==> config.mk <==
export PLATFORM = sky130hd
export DESIGN_NAME = osc_ctl
export DESIGN_NICKNAME = d
export VERILOG_FILES = /design/src/inc/osc_ctl_pkg.sv /design/src/design/osc_ctl.sv
export SDC_FILE = /design/constraint.sdc
export NUM_CORES = 1
export LEC_CHECK = 0
export ABC_CLOCK_PERIOD_IN_PS = 3100
export BUFFER_PORTS_ARGS = -buffer_cell sky130_fd_sc_hd__buf_2
export CAP_MARGIN = 20
export CORE_UTILIZATION = 57
export CTS_BUF_LIST = sky130_fd_sc_hd__clkbuf_16
export DETAILED_ROUTE_END_ITERATION = 7
export PLACE_DENSITY = 0.85
export SLEW_MARGIN = 20
export SYNTH_ARGS = -nofsm -noshare
export SYNTH_HDL_FRONTEND = slang
export SYNTH_SLANG_ARGS = --single-unit
export TNS_END_PERCENT = 100
==> constraint.sdc <==
create_clock -name aclk -period 3.1 [get_ports aclk]
set_input_delay 0 -clock aclk [delete_from_list [all_inputs] [get_ports aclk]]
set_output_delay 0 -clock aclk [all_outputs]
set_load 0.05 [all_outputs]
==> src/inc/osc_ctl_pkg.sv <==
// osc_ctl_pkg: register map, field positions, state types and timing for osc_ctl
// assumes: one 40 MHz bus clock, AXI4-Lite register access with 32-bit data
package osc_ctl_pkg;

  // timing
  localparam int unsigned CLK_MHZ = 40;
  localparam int unsigned GAP_NS = 50;
  localparam int unsigned GAP_CYC = (GAP_NS * CLK_MHZ + 999) / 1000;
  localparam logic [15:0] STAB_TICKS_DEF = 16'h0400;

  // register byte offsets
  localparam logic [7:0] OFS_SYS_CLK_CTRL = 8'h00;
  localparam logic [7:0] OFS_HS_CRYSTAL_CTRL = 8'h08;
  localparam logic [7:0] OFS_LS_CRYSTAL_CTRL = 8'h0C;
  localparam logic [7:0] OFS_PWR_STATUS = 8'h10;

  // sys_clk_ctrl fields
  localparam int unsigned SCC_SEL_LSB = 5;
  localparam int unsigned SCC_HFS_BIT = 3;
  localparam int unsigned SCC_LFS_BIT = 2;
  localparam int unsigned SCC_HKEEP_BIT = 1;
  localparam int unsigned SCC_LKEEP_BIT = 0;
  localparam logic [2:0] SEL_SUB = 3'h7;

  // crystal control fields, shared by both crystal registers
  localparam int unsigned XC_OPT_BIT = 2;
  localparam int unsigned XC_STB_BIT = 1;
  localparam int unsigned XC_EN_BIT = 0;

  // pwr_status fields
  localparam int unsigned PS_PDF_BIT = 0;
  localparam int unsigned PS_TO_BIT = 1;
  localparam int unsigned PS_MODE_LSB = 2;
  localparam int unsigned PS_SLOW_BIT = 5;
  localparam int unsigned PS_PEND_BIT = 6;

  localparam logic [1:0] RESP_OKAY = 2'h0;
  localparam logic [1:0] RESP_SLVERR = 2'h2;

  typedef enum logic [2:0] {
    MD_RUN = 3'b000,
    MD_SLEEP = 3'b001,
    MD_IDLE_SUB = 3'b010,
    MD_IDLE_BOTH = 3'b011,
    MD_IDLE_HIGH = 3'b100
  } mode_e;

  typedef enum logic [1:0] {
    CK_RUN = 2'b00,
    CK_WAIT = 2'b01,
    CK_GAP = 2'b10
  } ck_e;

  typedef struct packed {
    // bus
    logic awready;
    logic wready;
    logic aw_got;
    logic w_got;
    logic [7:0] awaddr;
    logic [7:0] wdata;
    logic wstrb0;
    logic bvalid;
    logic [1:0] bresp;
    logic arready;
    logic rvalid;
    logic [1:0] rresp;
    logic [7:0] rdata;
    // software registers
    logic [2:0] sys_clk_sel;
    logic high_freq_src_sel;
    logic low_freq_src_sel;
    logic high_clk_keep_halt;
    logic low_clk_keep_halt;
    logic hs_xtal_drive_sel;
    logic hs_xtal_en;
    logic ls_xtal_speedup;
    logic ls_xtal_en;
    // stabilisation
    logic [15:0] hs_cnt;
    logic [15:0] ls_cnt;
    logic hs_xtal_stable;
    logic ls_xtal_stable;
    // power mode
    mode_e mode;
    logic power_down_flag;
    logic wdog_timeout_flag;
    logic wdt_clear;
    // clock switch
    ck_e ck;
    logic [3:0] gap_cnt;
    logic [2:0] act_sel;
    logic act_hfs;
    logic act_lfs;
    logic sys_gate;
    // clock enables
    logic cpu_clk_en;
    logic hs_clk_en;
    logic sub_clk_en;
    logic hs_xtal_osc_en;
    logic ls_xtal_osc_en;
  } st_s;

endpackage

==> src/design/osc_ctl.sv <==
// osc_ctl: crystal oscillator control, system clock selection and halt power modes
// assumes: crystal ticks, rc stable levels, halt and wake arrive synchronous to aclk;
// the clock tree downstream obeys the enables and source selects driven here
//
// Contract
// RULE1 - software picks drive strength by crystal frequency
// RULE2 - drive select locked while crystal pins running
// RULE3 - software sets drive select before enabling crystal
// RULE4 - fast crystal enable clears then sets stable
// RULE5 - bits 7..3 read zero, power-on zero
// RULE6 - speed-up bit picks fast start or low power
// RULE7 - speed-up bit frozen while slow crystal drives system
// RULE8 - slow crystal enable clears then sets stable
// RULE9 - select 111 switches system to sub clock
// RULE10 - sub clock source chosen, switch waits stable
// RULE11 - select 000..110 gives high clock divided
// RULE12 - software waits high stable after slow mode
// RULE13 - halt decodes keep bits into four modes
// RULE14 - sleep stops everything except watchdog
// RULE15 - sub-only idle stops high clock
// RULE16 - both-clock idle keeps both clocks
// RULE17 - high-only idle stops sub clock
// RULE18 - halt leaves registers and memory untouched
// RULE19 - halt sets power-down, clears timeout flag
// RULE20 - halt clears watchdog counter
// RULE21 - high source select picks rc or crystal
// RULE22 - stable flags from counted oscillator ticks
// RULE23 - clock handover gated, never glitching
module osc_ctl
  import osc_ctl_pkg::*;
#(
  parameter logic [15:0] STAB_TICKS = STAB_TICKS_DEF
)(
  // clock, reset, enable
  input wire logic aclk,
  input wire logic aresetn,
  input wire logic ce,
  // axi4-lite write
  input wire logic awvalid,
  output logic awready,
  input wire logic [7:0] awaddr,
  input wire logic [2:0] awprot,
  input wire logic wvalid,
  output logic wready,
  input wire logic [31:0] wdata,
  input wire logic [3:0] wstrb,
  output logic bvalid,
  input wire logic bready,
  output logic [1:0] bresp,
  // axi4-lite read
  input wire logic arvalid,
  output logic arready,
  input wire logic [7:0] araddr,
  input wire logic [2:0] arprot,
  output logic rvalid,
  input wire logic rready,
  output logic [31:0] rdata,
  output logic [1:0] rresp,
  // oscillators
  input wire logic hs_xtal_tick,
  input wire logic ls_xtal_tick,
  input wire logic hs_rc_stable,
  input wire logic ls_rc_stable,
  input wire logic xtal_pin_fn_en,
  output logic hs_xtal_osc_en,
  output logic ls_xtal_osc_en,
  output logic hs_xtal_drive_sel,
  output logic ls_xtal_speedup,
  // cpu and watchdog
  input wire logic halt_req,
  input wire logic wake_req,
  input wire logic wdt_timeout,
  input wire logic clr_wdt_req,
  output logic wdt_clear,
  // clock tree
  output logic cpu_clk_en,
  output logic hs_clk_en,
  output logic sub_clk_en,
  output logic sys_clk_gate,
  output logic [2:0] sys_clk_div,
  output logic sys_src_sub,
  output logic hs_src_xtal,
  output logic sub_src_xtal
);

  st_s st_q;
  st_s st_d;

  logic aw_hs;
  logic w_hs;
  logic ar_hs;
  logic do_wr;
  logic hit_w;
  logic hit_r;
  logic [7:0] rd_val;
  logic hs_tgt_ok;
  logic sub_tgt_ok;
  logic tgt_ok;
  logic cfg_diff;
  logic halted;
  logic hs_run;
  logic sub_run;
  logic ls_sys_xtal;

  assign aw_hs = awvalid && st_q.awready;
  assign w_hs = wvalid && st_q.wready;
  assign ar_hs = arvalid && st_q.arready;
  assign do_wr = st_q.aw_got && st_q.w_got && !st_q.bvalid;
  assign ls_sys_xtal = (st_q.sys_clk_sel == SEL_SUB) && st_q.low_freq_src_sel;

  always_comb
  begin
    hit_w = 1'b1;
    case (st_q.awaddr)
      OFS_SYS_CLK_CTRL, OFS_HS_CRYSTAL_CTRL, OFS_LS_CRYSTAL_CTRL, OFS_PWR_STATUS: hit_w = 1'b1;
      default: hit_w = 1'b0;
    endcase
  end

  // read mux; unimplemented bits read zero [RULE5]
  always_comb
  begin
    hit_r = 1'b1;
    rd_val = 8'h00;
    case (araddr)
      OFS_SYS_CLK_CTRL:
      begin
        rd_val[SCC_SEL_LSB +: 3] = st_q.sys_clk_sel;
        rd_val[SCC_HFS_BIT] = st_q.high_freq_src_sel;
        rd_val[SCC_LFS_BIT] = st_q.low_freq_src_sel;
        rd_val[SCC_HKEEP_BIT] = st_q.high_clk_keep_halt;
        rd_val[SCC_LKEEP_BIT] = st_q.low_clk_keep_halt;
      end
      OFS_HS_CRYSTAL_CTRL:
      begin
        rd_val[XC_OPT_BIT] = st_q.hs_xtal_drive_sel;
        rd_val[XC_STB_BIT] = st_q.hs_xtal_stable;
        rd_val[XC_EN_BIT] = st_q.hs_xtal_en;
      end
      OFS_LS_CRYSTAL_CTRL:
      begin
        rd_val[XC_OPT_BIT] = st_q.ls_xtal_speedup;
        rd_val[XC_STB_BIT] = st_q.ls_xtal_stable;
        rd_val[XC_EN_BIT] = st_q.ls_xtal_en;
      end
      OFS_PWR_STATUS:
      begin
        rd_val[PS_PDF_BIT] = st_q.power_down_flag;
        rd_val[PS_TO_BIT] = st_q.wdog_timeout_flag;
        rd_val[PS_MODE_LSB +: 3] = st_q.mode;
        rd_val[PS_SLOW_BIT] = (st_q.act_sel == SEL_SUB);
        rd_val[PS_PEND_BIT] = (st_q.ck != CK_RUN);
      end
      default: hit_r = 1'b0;
    endcase
  end

  // target of a pending switch: high source per select bit [RULE21], sub per select [RULE10]
  assign hs_tgt_ok = st_q.high_freq_src_sel ? st_q.hs_xtal_stable : hs_rc_stable;
  assign sub_tgt_ok = st_q.low_freq_src_sel ? st_q.ls_xtal_stable : ls_rc_stable;
  assign tgt_ok = (st_q.sys_clk_sel == SEL_SUB) ? sub_tgt_ok : hs_tgt_ok;
  assign cfg_diff = (st_q.sys_clk_sel != st_q.act_sel) ||
                    (st_q.high_freq_src_sel != st_q.act_hfs) ||
                    (st_q.low_freq_src_sel != st_q.act_lfs);

  // oscillator run per mode [RULE14] [RULE15] [RULE16] [RULE17]
  assign halted = (st_q.mode != MD_RUN);
  assign hs_run = !halted || st_q.mode == MD_IDLE_BOTH || st_q.mode == MD_IDLE_HIGH;
  assign sub_run = !halted || st_q.mode == MD_IDLE_BOTH || st_q.mode == MD_IDLE_SUB;

  always_comb
  begin
    st_d = st_q;
    st_d.wdt_clear = 1'b0;
    // write channels, taken in either order
    if (aw_hs)
    begin
      st_d.aw_got = 1'b1;
      st_d.awready = 1'b0;
      st_d.awaddr = awaddr;
    end
    if (w_hs)
    begin
      st_d.w_got = 1'b1;
      st_d.wready = 1'b0;
      st_d.wdata = wdata[7:0];
      st_d.wstrb0 = wstrb[0];
    end
    if (do_wr)
    begin
      st_d.bvalid = 1'b1;
      st_d.bresp = hit_w ? RESP_OKAY : RESP_SLVERR;
      if (hit_w && st_q.wstrb0)
      begin
        case (st_q.awaddr)
          OFS_SYS_CLK_CTRL:
          begin
            st_d.sys_clk_sel = st_q.wdata[SCC_SEL_LSB +: 3]; // [RULE9] [RULE11]
            st_d.high_freq_src_sel = st_q.wdata[SCC_HFS_BIT];
            st_d.low_freq_src_sel = st_q.wdata[SCC_LFS_BIT];
            st_d.high_clk_keep_halt = st_q.wdata[SCC_HKEEP_BIT];
            st_d.low_clk_keep_halt = st_q.wdata[SCC_LKEEP_BIT];
          end
          OFS_HS_CRYSTAL_CTRL:
          begin
            if (!(xtal_pin_fn_en && st_q.hs_xtal_en))
              st_d.hs_xtal_drive_sel = st_q.wdata[XC_OPT_BIT]; // [RULE2]
            st_d.hs_xtal_en = st_q.wdata[XC_EN_BIT];
          end
          OFS_LS_CRYSTAL_CTRL:
          begin
            if (!ls_sys_xtal)
              st_d.ls_xtal_speedup = st_q.wdata[XC_OPT_BIT]; // [RULE6] [RULE7]
            st_d.ls_xtal_en = st_q.wdata[XC_EN_BIT];
          end
          default:
          begin
          end
        endcase
      end
    end
    if (st_q.bvalid && bready)
    begin
      st_d.bvalid = 1'b0;
      st_d.aw_got = 1'b0;
      st_d.w_got = 1'b0;
      st_d.awready = 1'b1;
      st_d.wready = 1'b1;
    end
    // read channel
    if (ar_hs)
    begin
      st_d.arready = 1'b0;
      st_d.rvalid = 1'b1;
      st_d.rdata = rd_val;
      st_d.rresp = hit_r ? RESP_OKAY : RESP_SLVERR;
    end
    if (st_q.rvalid && rready)
    begin
      st_d.rvalid = 1'b0;
      st_d.arready = 1'b1;
    end

    // stabilisation: a stopped crystal restarts its count from zero [RULE4] [RULE8] [RULE22]
    st_d.hs_xtal_osc_en = st_d.hs_xtal_en && hs_run;
    st_d.ls_xtal_osc_en = st_d.ls_xtal_en && sub_run;
    if (!st_q.hs_xtal_osc_en)
    begin
      st_d.hs_cnt = 16'h0000;
      st_d.hs_xtal_stable = 1'b0;
    end
    else if (st_q.hs_cnt >= STAB_TICKS)
      st_d.hs_xtal_stable = 1'b1;
    else if (hs_xtal_tick)
      st_d.hs_cnt = st_q.hs_cnt + 16'h0001;
    if (!st_q.ls_xtal_osc_en)
    begin
      st_d.ls_cnt = 16'h0000;
      st_d.ls_xtal_stable = 1'b0;
    end
    else if (st_q.ls_cnt >= STAB_TICKS)
      st_d.ls_xtal_stable = 1'b1;
    else if (ls_xtal_tick)
      st_d.ls_cnt = st_q.ls_cnt + 16'h0001;

    // clock switch: wait for target, gate, hand over, ungate [RULE10] [RULE23]
    case (st_q.ck)
      CK_RUN:
        if (cfg_diff)
          st_d.ck = CK_WAIT;
      CK_WAIT:
        if (!cfg_diff)
          st_d.ck = CK_RUN;
        else if (tgt_ok)
        begin
          st_d.ck = CK_GAP;
          st_d.sys_gate = 1'b0;
          st_d.gap_cnt = 4'(GAP_CYC);
        end
      CK_GAP:
        if (st_q.gap_cnt == 4'h1)
        begin
          st_d.act_sel = st_q.sys_clk_sel;
          st_d.act_hfs = st_q.high_freq_src_sel;
          st_d.act_lfs = st_q.low_freq_src_sel;
          st_d.gap_cnt = 4'h0;
        end
        else if (st_q.gap_cnt == 4'h0)
        begin
          st_d.sys_gate = 1'b1;
          st_d.ck = CK_RUN;
        end
        else
          st_d.gap_cnt = st_q.gap_cnt - 4'h1;
      default: st_d.ck = CK_RUN;
    endcase

    // halt decode; only flags and mode change, registers keep their values [RULE13] [RULE18]
    if (!halted && halt_req)
    begin
      case ({st_q.high_clk_keep_halt, st_q.low_clk_keep_halt})
        2'b00: st_d.mode = MD_SLEEP;
        2'b01: st_d.mode = MD_IDLE_SUB;
        2'b11: st_d.mode = MD_IDLE_BOTH;
        default: st_d.mode = MD_IDLE_HIGH;
      endcase
      st_d.wdt_clear = 1'b1; // [RULE20]
    end
    else if (halted && wake_req)
      st_d.mode = MD_RUN;

    // flags: the halt event wins over a same-cycle clear [RULE19]
    if (clr_wdt_req)
      st_d.power_down_flag = 1'b0;
    if (wdt_timeout)
      st_d.wdog_timeout_flag = 1'b1;
    if (!halted && halt_req)
    begin
      st_d.power_down_flag = 1'b1;
      st_d.wdog_timeout_flag = 1'b0;
    end

    st_d.cpu_clk_en = (st_d.mode == MD_RUN);
    st_d.hs_clk_en = (st_d.mode == MD_RUN) || st_d.mode == MD_IDLE_BOTH ||
                     st_d.mode == MD_IDLE_HIGH;
    st_d.sub_clk_en = (st_d.mode == MD_RUN) || st_d.mode == MD_IDLE_BOTH ||
                      st_d.mode == MD_IDLE_SUB;
  end

  always_ff @(posedge aclk)
  begin
    if (!aresetn)
    begin
      st_q <= '0;
      st_q.awready <= 1'b1;
      st_q.wready <= 1'b1;
      st_q.arready <= 1'b1;
      st_q.sys_gate <= 1'b1;
      st_q.cpu_clk_en <= 1'b1;
      st_q.hs_clk_en <= 1'b1;
      st_q.sub_clk_en <= 1'b1;
      st_q.mode <= MD_RUN;
      st_q.ck <= CK_RUN;
    end
    else if (ce)
      st_q <= st_d;
  end

  assign awready = st_q.awready;
  assign wready = st_q.wready;
  assign bvalid = st_q.bvalid;
  assign bresp = st_q.bresp;
  assign arready = st_q.arready;
  assign rvalid = st_q.rvalid;
  assign rdata = {24'h000000, st_q.rdata};
  assign rresp = st_q.rresp;
  assign hs_xtal_osc_en = st_q.hs_xtal_osc_en;
  assign ls_xtal_osc_en = st_q.ls_xtal_osc_en;
  assign hs_xtal_drive_sel = st_q.hs_xtal_drive_sel;
  assign ls_xtal_speedup = st_q.ls_xtal_speedup;
  assign wdt_clear = st_q.wdt_clear;
  assign cpu_clk_en = st_q.cpu_clk_en;
  assign hs_clk_en = st_q.hs_clk_en;
  assign sub_clk_en = st_q.sub_clk_en;
  assign sys_clk_gate = st_q.sys_gate;
  assign sys_clk_div = st_q.act_sel;
  assign sys_src_sub = (st_q.act_sel == SEL_SUB);
  assign hs_src_xtal = st_q.act_hfs;
  assign sub_src_xtal = st_q.act_lfs;

  wire power_down_flag_set = st_q.power_down_flag && !st_q.wdog_timeout_flag;
endmodule // osc_ctl

==> results of run 1 <==
==> metrics by stage <==
step           total power [W]  hold WS, ns  setup slack [ns]  instances
2_1_floorplan         0.001591       0.1449             1.417        594
5_1_grt               0.002917      0.04419            0.9290        751
3_5_place_dp          0.001628       0.2601             1.074        713
3_3_place_gp          0.001621       0.2510             1.184        713
6_report              0.002830      0.02872             1.008        751
4_1_cts               0.002842      0.02253             1.069        751
==> area by class of cell <==
cell class | count | share of cell area (%)
Inverter | 22 | 1.450
Tap cell | 105 | 2.307
Clock inverter | 7 | 1.714
Clock buffer | 9 | 3.954
Multi-Input combinational cell | 413 | 44.79
Timing Repair Buffer | 94 | 10.28
Sequential cell | 101 | 35.50
==> state kept, by name, summed over array words and instances (netlist names) <==
| register | cells |
|---|---|
| arready | 1 |
| awready | 1 |
| bresp | 1 |
| bvalid | 1 |
| cpu_clk_en | 1 |
| hs_clk_en | 1 |
| hs_src_xtal | 1 |
| hs_xtal_drive_sel | 1 |
| hs_xtal_osc_en | 1 |
| ls_xtal_osc_en | 1 |
| ls_xtal_speedup | 1 |
| rdata | 8 |
| rresp | 1 |
| rvalid | 1 |
| st_q | 72 |
| sub_clk_en | 1 |
| sub_src_xtal | 1 |
| sys_clk_div | 3 |
| sys_clk_gate | 1 |
| wdt_clear | 1 |
| wready | 1 |
==> worst max-delay path: cells and delay by family, from the launching register on <==
kind / cells / cell delay [ns]
AOI/OAI and AO/OA: 2 / 0.39
and+or+nand+nor: 2 / 0.87
DFF: 1 / 0.36
buffers and inverters: 1 / 0.10
adders and majority gates: 1 / 0.23
==> cell usage in the layout, fill, tap and decap left out, types with 3 or more instances in the layout <==
master	n
inv_1	23
o211a_1	3
a21o_1	3
conb_1	26
nand4_1	12
nor2_1	39
nand3_1	34
and3_1	10
o21ai_0	16
nor4_1	3
o21a_1	3
a21oi_1	16
xnor2_1	11
nor4b_2	4
o211ai_1	3
or3_1	7
mux2i_1	17
ha_1	10
dfxtp_1	101
nand4b_1	3
buf_2	70
xor2_1	4
nand2_1	76
clkbuf_16	9
dlygate4sd3_1	22
nor2b_1	22
nor4_4	3
nor3_1	12
a21boi_0	27
and2_1	7
a22oi_1	7
mux2_2	7
==> where the power goes <==
part / total, W / switching (W) / leakage (nW) / internal (W)
Clock: 0.00121 / 0.000494 / 0.158 / 0.000712
Sequential: 0.00134 / 0.0000212 / 0.818 / 0.00132
Combinational: 0.000282 / 0.000197 / 1.38 / 0.0000844
Total: 0.00283 / 0.000713 / 2.35 / 0.00212
==> worst paths after layout <==
check / startpoint / end / slack [ns] / cells past startpoint
max reg2reg: st_q[12] / st_q[14] / 1.01 / 6
min: wdt_timeout / st_q[18] / 0.03 / 3
max: st_q[12] / st_q[14] / 1.01 / 6
min reg2reg: st_q[56] / st_q[56] / 0.44 / 2
==> cells by family after synthesis <==
logic type | after synthesis | synth area share [%]
mux | 24 | 5.052
other cells | 1 | 0.07609
xor+xnor | 15 | 2.666
flops | 101 | 41.03
simple gates | 240 | 25.77
buf+inv | 80 | 9.114
fa+ha+maj | 10 | 2.539
compound gates | 98 | 13.76
==> timing repair <==
item,4_1_cts,5_1_grt
gates resized for setup,0,0
endpoints found under the hold margin,21,0
hold buffers,22,0
==> layer usage <==
layer	vias to the layer above	GRT usage (%)	wire length, um
met2	141	42.69	5410
met5	-	0	0
met1	1959	31.01	4793
met3	16	5.475	508
met4	0	9.596	154
li1	2053	-	-
==> run summary, run 1 <==
Overflow left after global routing: 0
CTS tree: built
Layout cells sized above 1: 16.56%
Max-cap viol count: 0
Biggest area consumer among synthesized cells: dfxtp_1
Worst Skew: 0.009954 ns
Cell row count: 33
Largest net degree at the start of global routing: 45
Critical path data arrival time: 2.29 ns
I/O pins: 131
Number of synthesized flops with an enable pin: 0
Initial antenna violation count: 0
CP required: 3.30 ns
Ranking of synthesized cells by area: dfxtp_1, buf_4, nand2_1, a21boi_0, mux2i_1
CTS max path bufs: 2
Layout net count: 726
Vias: 4169
Fin. max-slew vios: 0
CP max stage delay: 0.61 ns
Register bit count reported by yosys: 101
Actual slew at the worst max-slew pin: 0.9700 ns
Syn Area/Cell: 8.662 um2
Top FF cell, synth: dfxtp_1
Root Buffer: clkbuf_16
Sequential cell area: 0.002022 mm2
Vias in the first global route: 3911
CP cell instances: inv_1, ha_1, nor4b_1, nor2_1, a41oi_1, o22ai_1
Placer Congestion: 0.8385
Initial Utilization: 59.38%
Fillcell total: 625
Num CTS Buffers: 9
Relative slew slack: 34.90%
Drt first pass iters: 5
Largest fanout on the critical path: 6
F_max: 478.1 MHz
Area Overhead vs Synth: 15.56%
Syn. warnings: 0
Setup Buffers After CTS: 0
Final hold violation count: 0
Post-synth top area share: 41.03%
Distinct cell type count after synthesis: 54
1st-iter DRT viols: 112
Crit Path Category: reg2reg
Die Area: 0.009022 mm2
Worst-path clk slew: 0.07 ns
Final period utilization: 67.48%
Post-route minimum period: 2.092 ns
Status: finished, final reports clean
Final WL: 10.87 mm
Fin area: 0.005695 mm2
Die W: 94.99 um
Worst hold path type: in2reg
Cell Area, Synth: 0.004928 mm2
Setup_tns: 0 ns
Pleak: 2.352 nW
Routed wire length per instance: 14.47 um
CP startpoint kind: flip-flop
DRC viols: 0
First-pass GRT wire length: 17.80 mm
Clock Latency Late Sink: 0.34 ns
Area used by multi-input combinational logic: 0.002551 mm2
Crit-path slowest cell: nor4b_1
HPWL Detailed: 7.387 mm
Worst VDD drop: 402.0 uV
Seq/Total Area, Yosys: 41.03%
RSZ-0062 raised after global routing: false
Mapped Cells: 569
Asr flop ratio synth: 0%
H-tree depth: 3
Die Y-Extent: 94.99 um
Most frequent cells after synthesis: dfxtp_1, nand2_1, buf_4, nor2_1, nand3_1
Total track usage: 25.15%
Placed standard-cell area: 0.005152 mm2
Util after Layout: 68.63%
ANT nets after route: 0
Sink Count: 101
Power per Cell Area: 496.9 mW/mm2
Top-count cell post-synth: dfxtp_1
Core area: 0.008299 mm2
CP endpoint kind: flip-flop
IO Port Bufs: 70
Vias per Instance: 5.551
Setup Viol. Count Final: 0
Ant. Diodes: 0
Note: power is estimated with default switching activity, not from simulation.
==> inputs of run 2 (changes only) <==
Settings changed: ABC_CLOCK_PERIOD_IN_PS 3100 to 2100, CORE_UTILIZATION 57 to 53, PLACE_DENSITY 0.85 to 0.8.
Clock period 3.1 ns to 2.1 ns, I/O delays scaled along.
==> run 2 against run 1 <==
Effect of this change:
- the run now ends with design-rule violations left
- clock power increased by 33%
- critical path depth down 1
- global-route usage down 2.3 points
- sequential cell count did not move
- power grew 42%
- die area up 7.4%
- cell area increased by 0.22%
- clock skew decreased by 0.0028 ns
- routed wire length is 2.4% lower
- largest cell class unchanged
- largest power group unchanged
==> run summary, run 2 (synthesis results as in run 1) <==
Clock Latency Late Sink: 0.35 ns
F_max: 566.2 MHz
Worst hold path type: in2reg
Largest fanout on the critical path: 5
Largest net degree at the start of global routing: 41
Root Buffer: clkbuf_16
Die Y-Extent: 98.43 um
CTS max path bufs: 2
Power per Cell Area: 703.4 mW/mm2
Overflow left after global routing: 0
Crit Path Category: reg2reg
Most common cell after layout, fill and taps aside: dfxtp_1
Area Overhead vs Synth: 15.82%
1st-iter DRT viols: 164
Die Area: 0.009688 mm2
Pwr Total: 0.004015 W
IO Port Bufs: 70
Total track usage: 22.85%
Num CTS Buffers: 9
Drt first pass iters: 8
Relative slew slack: 56.45%
Die W: 98.43 um
Worst Skew: 0.007157 ns
Ant. Diodes: 0
Layout cells sized above 1: 17.36%
Final period utilization: 84.10%
Top reg by flops: st_q
Final WL: 10.61 mm
First-pass GRT wire length: 18.02 mm
CP required: 2.38 ns
HPWL Detailed: 7.446 mm
Critical path data arrival time: 2.05 ns
Most frequent cells in the layout: dfxtp_1, nand2_1, buf_2, nor2_1, nand3_1
CP endpoint kind: flip-flop
Status: finished, violations left
Initial antenna violation count: 0
Initial Utilization: 55.70%
Worst VDD drop: 355.6 uV
Post-Layout Cell Count: 759
Vias in the first global route: 3914
Pleak: 2.362 nW
Crit-path slowest cell: a221oi_1
Dpl cells: 721
DRC viols: 6
Vias per Instance: 5.394
Failing checks: design-rule violations
Cell row count: 34
CP startpoint kind: flip-flop
CTS tree: built
Vias: 4094
I/O pins: 131
CP max stage delay: 0.49 ns
Layout net count: 731
Post-route minimum period: 1.766 ns
CP cell instances: inv_1, ha_1, a221oi_1, or3b_1, nand3_1
Sink Count: 101
Actual slew at the worst max-slew pin: 0.6490 ns
Setup Buffers After CTS: 0
Fin area: 0.005708 mm2
Resize count post-CTS: 0
Final hold violation count: 0
Largest register FFs: 72
Fin. max-slew vios: 0
Placer Congestion: 0.8412
ANT nets after route: 0
Worst-path clk slew: 0.07 ns
RSZ-0062 raised after global routing: false
H-tree depth: 3
Setup Viol. Count Final: 0
Placed standard-cell area: 0.005194 mm2
Core area: 0.008848 mm2
Routed wire length per instance: 13.98 um
Setup_tns: 0 ns
Max-cap viol count: 0
[run 2: changes by cell type in the layout (fill, tap and decap cells not counted), sizes merged]
cell / delta
buf: +5
clkinv: +3
clkinvlp: -1
bufinv: -2
[run 2: area by class of cell]
class	count	area [um2]
clock buffer	9	225.2
clock inverter	7	68.82
fill	713	3141
inverter	22	82.58
multi-input combinational	413	2551
sequential	101	2022
tap	108	135.1
timing repair buffer	99	623.1
[run 2: routing by layer]
metal	up-vias	part of all wire, %	global-route usage (%)
li1	2059	-	-
met1	1890	44	28.57
met2	132	49	39.98
met3	13	4.8	3.688
met4	0	1.4	8.037
met5	-	0	0
[run 2: repair_timing]
action,in CTS,in global routing
setup endpoints to repair,0,0
hold buffers,22,0
endpoints found under the hold margin,22,0
[run 2: final timing paths]
kind,start,to,slack [ns],cells after the start
max,st_q[61],hs_clk_en,0.33,5
min reg2reg,st_q[56],st_q[56],0.44,2
min,wdt_timeout,st_q[18],0.009,3
max reg2reg,st_q[61],hs_clk_en,0.33,5
[run 2: critical path: cells and delay by family, from the launching register on]
family | cells | cell delay [ns]
buffers and inverters | 1 | 0.08
AND/OR/NAND/NOR | 2 | 0.50
adder cells (fa/ha/maj) | 1 | 0.20
AO/OA/AOI/OAI | 1 | 0.49
flip-flops | 1 | 0.45
[run 2: through the flow]
step	hold WS [ns]	utilization, %	setup slack [ns]
after floorplan	0.1449	-	0.4168
after global routing	0.02164	64.51	0.2289
after global placement	0.2504	58.70	0.4011
final	0.008927	64.51	0.3338
after CTS	0.001467	64.51	0.3346
after detailed placement	0.2594	58.70	0.3856
[run 2: power breakdown]
group / switching (W) / total (W) / leakage [nW] / internal, W
combinational: 0.000291 / 0.000420 / 1.40 / 0.000129
sequential: 0.0000316 / 0.00198 / 0.818 / 0.00195
clock: 0.000776 / 0.00161 / 0.146 / 0.000837
total: 0.00110 / 0.00401 / 2.36 / 0.00292
==> inputs of run 3 (changes only) <==
Settings changed: ABC_CLOCK_PERIOD_IN_PS 2100 to 1500, CORE_UTILIZATION 53 to 48, PLACE_DENSITY 0.8 to 0.77.
Clock period 2.1 ns to 1.5 ns, I/O delays scaled along.
==> run 3 against run 2 <==
Effect of this change:
- the run ends with negative setup slack left
- final cell count is 11% higher
- power is 45% higher
- setup slack worse by 0.50 ns
- die area is 10% higher
- clock power is 47% higher
- via count is 11% higher
- non-clock buffer count is 58 higher
- cell area is 16% higher
- sequential cell count stayed put
- global-route usage is 0.66 points higher
- first-iteration DRC count is 46% higher
- largest power group unchanged
- highest routed layer unchanged
==> run summary, run 3 (synthesis results as in run 1) <==
Min-delay src: arvalid
Placed standard-cell area: 0.005634 mm2
Cell row count: 36
DRC viols: 0
Ant. Diodes: 0
Most common cell after layout, fill and taps aside: dfxtp_1
Net Sw Power: 0.001548 W
Reg-to-reg critical path endpoint: st_q[66]
ANT nets after route: 0
Internal Power: 0.004259 W
Placer Congestion: 0.8785
Final period utilization: 111.3%
Final hold violation count: 0
Root Buffer: clkbuf_16
Crit Path Category: reg2reg
Die W: 103.3 um
Layout net count: 791
Dpl cells: 794
Worst VDD drop: 531.3 uV
Max-cap viol count: 0
RSZ-0062 raised after global routing: true
CTS max path bufs: 2
Largest fanout on the critical path: 7
PnR worst setup slack: -0.1698 ns
CP endpoint kind: flip-flop
RR Startpoint: st_q[93]
Worst r2r path cells: 6
Vias in the first global route: 4328
Placement Setup Slack: -0.1322 ns
Die Y-Extent: 103.3 um
Setup Viol. Count Final: 18
IO Port Bufs: 70
Vias per Instance: 5.395
Largest register FFs: 72
R2R Setup Slk: -0.17 ns
Initial Utilization: 49.96%
Top reg by flops: st_q
Power per Cell Area: 878.4 mW/mm2
Status: finished, violations left
Clock Latency Late Sink: 0.35 ns
CP startpoint kind: flip-flop
Area Overhead vs Synth: 34.15%
Post-route minimum period: 1.670 ns
Reg power frac: 47.5%
Worst Skew: 0.009175 ns
HPWL Detailed: 8.188 mm
Fin. max-slew vios: 0
CTS tree: built
Switch share: 26.65%
Sink Count: 101
1st-iter DRT viols: 239
Drt first pass iters: 4
Worst-path clk slew: 0.07 ns
Hold slack: 0.006443 ns
Largest net degree at the start of global routing: 31
Most frequent cells in the layout: dfxtp_1, nand2_1, buf_2, buf_4, nor2_1
Core area: 0.009864 mm2
H-tree depth: 3
Vias: 4553
Layout cells sized above 1: 33.61%
Routed wire length per instance: 15.15 um
Clock power share: 40.8%
Fin area: 0.006611 mm2
I/O pins: 131
Total track usage: 23.50%
Comb power frac: 11.7%
Post-Layout Cell Count: 844
Hold EP: arready
Num CTS Buffers: 9
Final WL: 12.78 mm
Failing checks: negative setup slack
F_max: 598.9 MHz
Die Area: 0.01068 mm2
CP required: 1.73 ns
First-pass GRT wire length: 19.58 mm
Util after Layout: 67.02%
Fillcell total: 703
Overflow left after global routing: 0
Hold path depth: 4
Initial antenna violation count: 0
Pleak: 2.748 nW
Worst hold path type: in2reg
Critical path data arrival time: 1.90 ns
-- run 3: metrics by stage --
stage	power, W	TNS [ns]
2_1_floorplan	0.003294	-0.1283
3_3_place_gp	0.003411	-0.4769
3_5_place_dp	0.003426	-1.731
4_1_cts	0.005830	-1.299
5_1_grt	0.006019	-3.236
6_report	0.005807	-1.603
-- run 3: final cells by class --
type	count	area, um2	share of cell area [%]
Timing Repair Buffer	157	1080	16.33
Clock inverter	7	75.07	1.136
Sequential cell	101	2058	31.13
Multi-Input combinational cell	415	2922	44.19
Tap cell	133	166.4	2.517
Clock buffer	9	225.2	3.407
Inverter	22	85.08	1.287
-- run 3: timing repair --
action | CTS | global route
setup buffers | 4 | 8
endpoints found under the setup margin | 32 | 45
gates resized for setup | 27 | 60
gates cloned | 2 | 0
hold buffers | 21 | 0
pin swaps | 16 | 35
endpoints found under the hold margin | 22 | 0
-- run 3: how the worst max path moves through the flow --
stage	from	endpoint	slack [ns]	cells past startpoint
3_3_place_gp	st_q[97]	hs_xtal_drive_sel	-0.1	5
6_report	st_q[93]	st_q[66]	-0.17	6
5_1_grt	st_q[93]	st_q[66]	-0.23	6
4_1_cts	st_q[97]	hs_xtal_osc_en	-0.14	4
2_1_floorplan	st_q[97]	hs_xtal_drive_sel	-0.04	5
3_5_place_dp	st_q[97]	ls_xtal_speedup	-0.13	5
-- run 3: worst max-delay path, cell delays in order (launching register included) --
cell and delay, ns:
dfxtp_1 0.32, or4b_4 0.59, buf_6 0.15, nor2_4 0.09, nand2_4 0.11, mux2i_2 0.23, nor2b_1 0.08
-- run 3: power by group through the flow --
stage / Clock [W] / Combinational, W / Sequential, W
5_1_grt: 0.00252 / 0.000732 / 0.00277
3_5_place_dp: 0 / 0.000599 / 0.00283
3_3_place_gp: 0 / 0.000588 / 0.00282
6_report: 0.00237 / 0.000679 / 0.00276
4_1_cts: 0.00241 / 0.000654 / 0.00277
2_1_floorplan: 0 / 0.000413 / 0.00288
-- run 3: per-layer routing --
metal	global-route usage, %	vias up	share of wire [%]
li1	-	2190	-
met1	28.85	2188	42
met2	40.56	145	52
met3	3.562	30	4.1
met4	11.05	0	2.4
met5	0	-	0
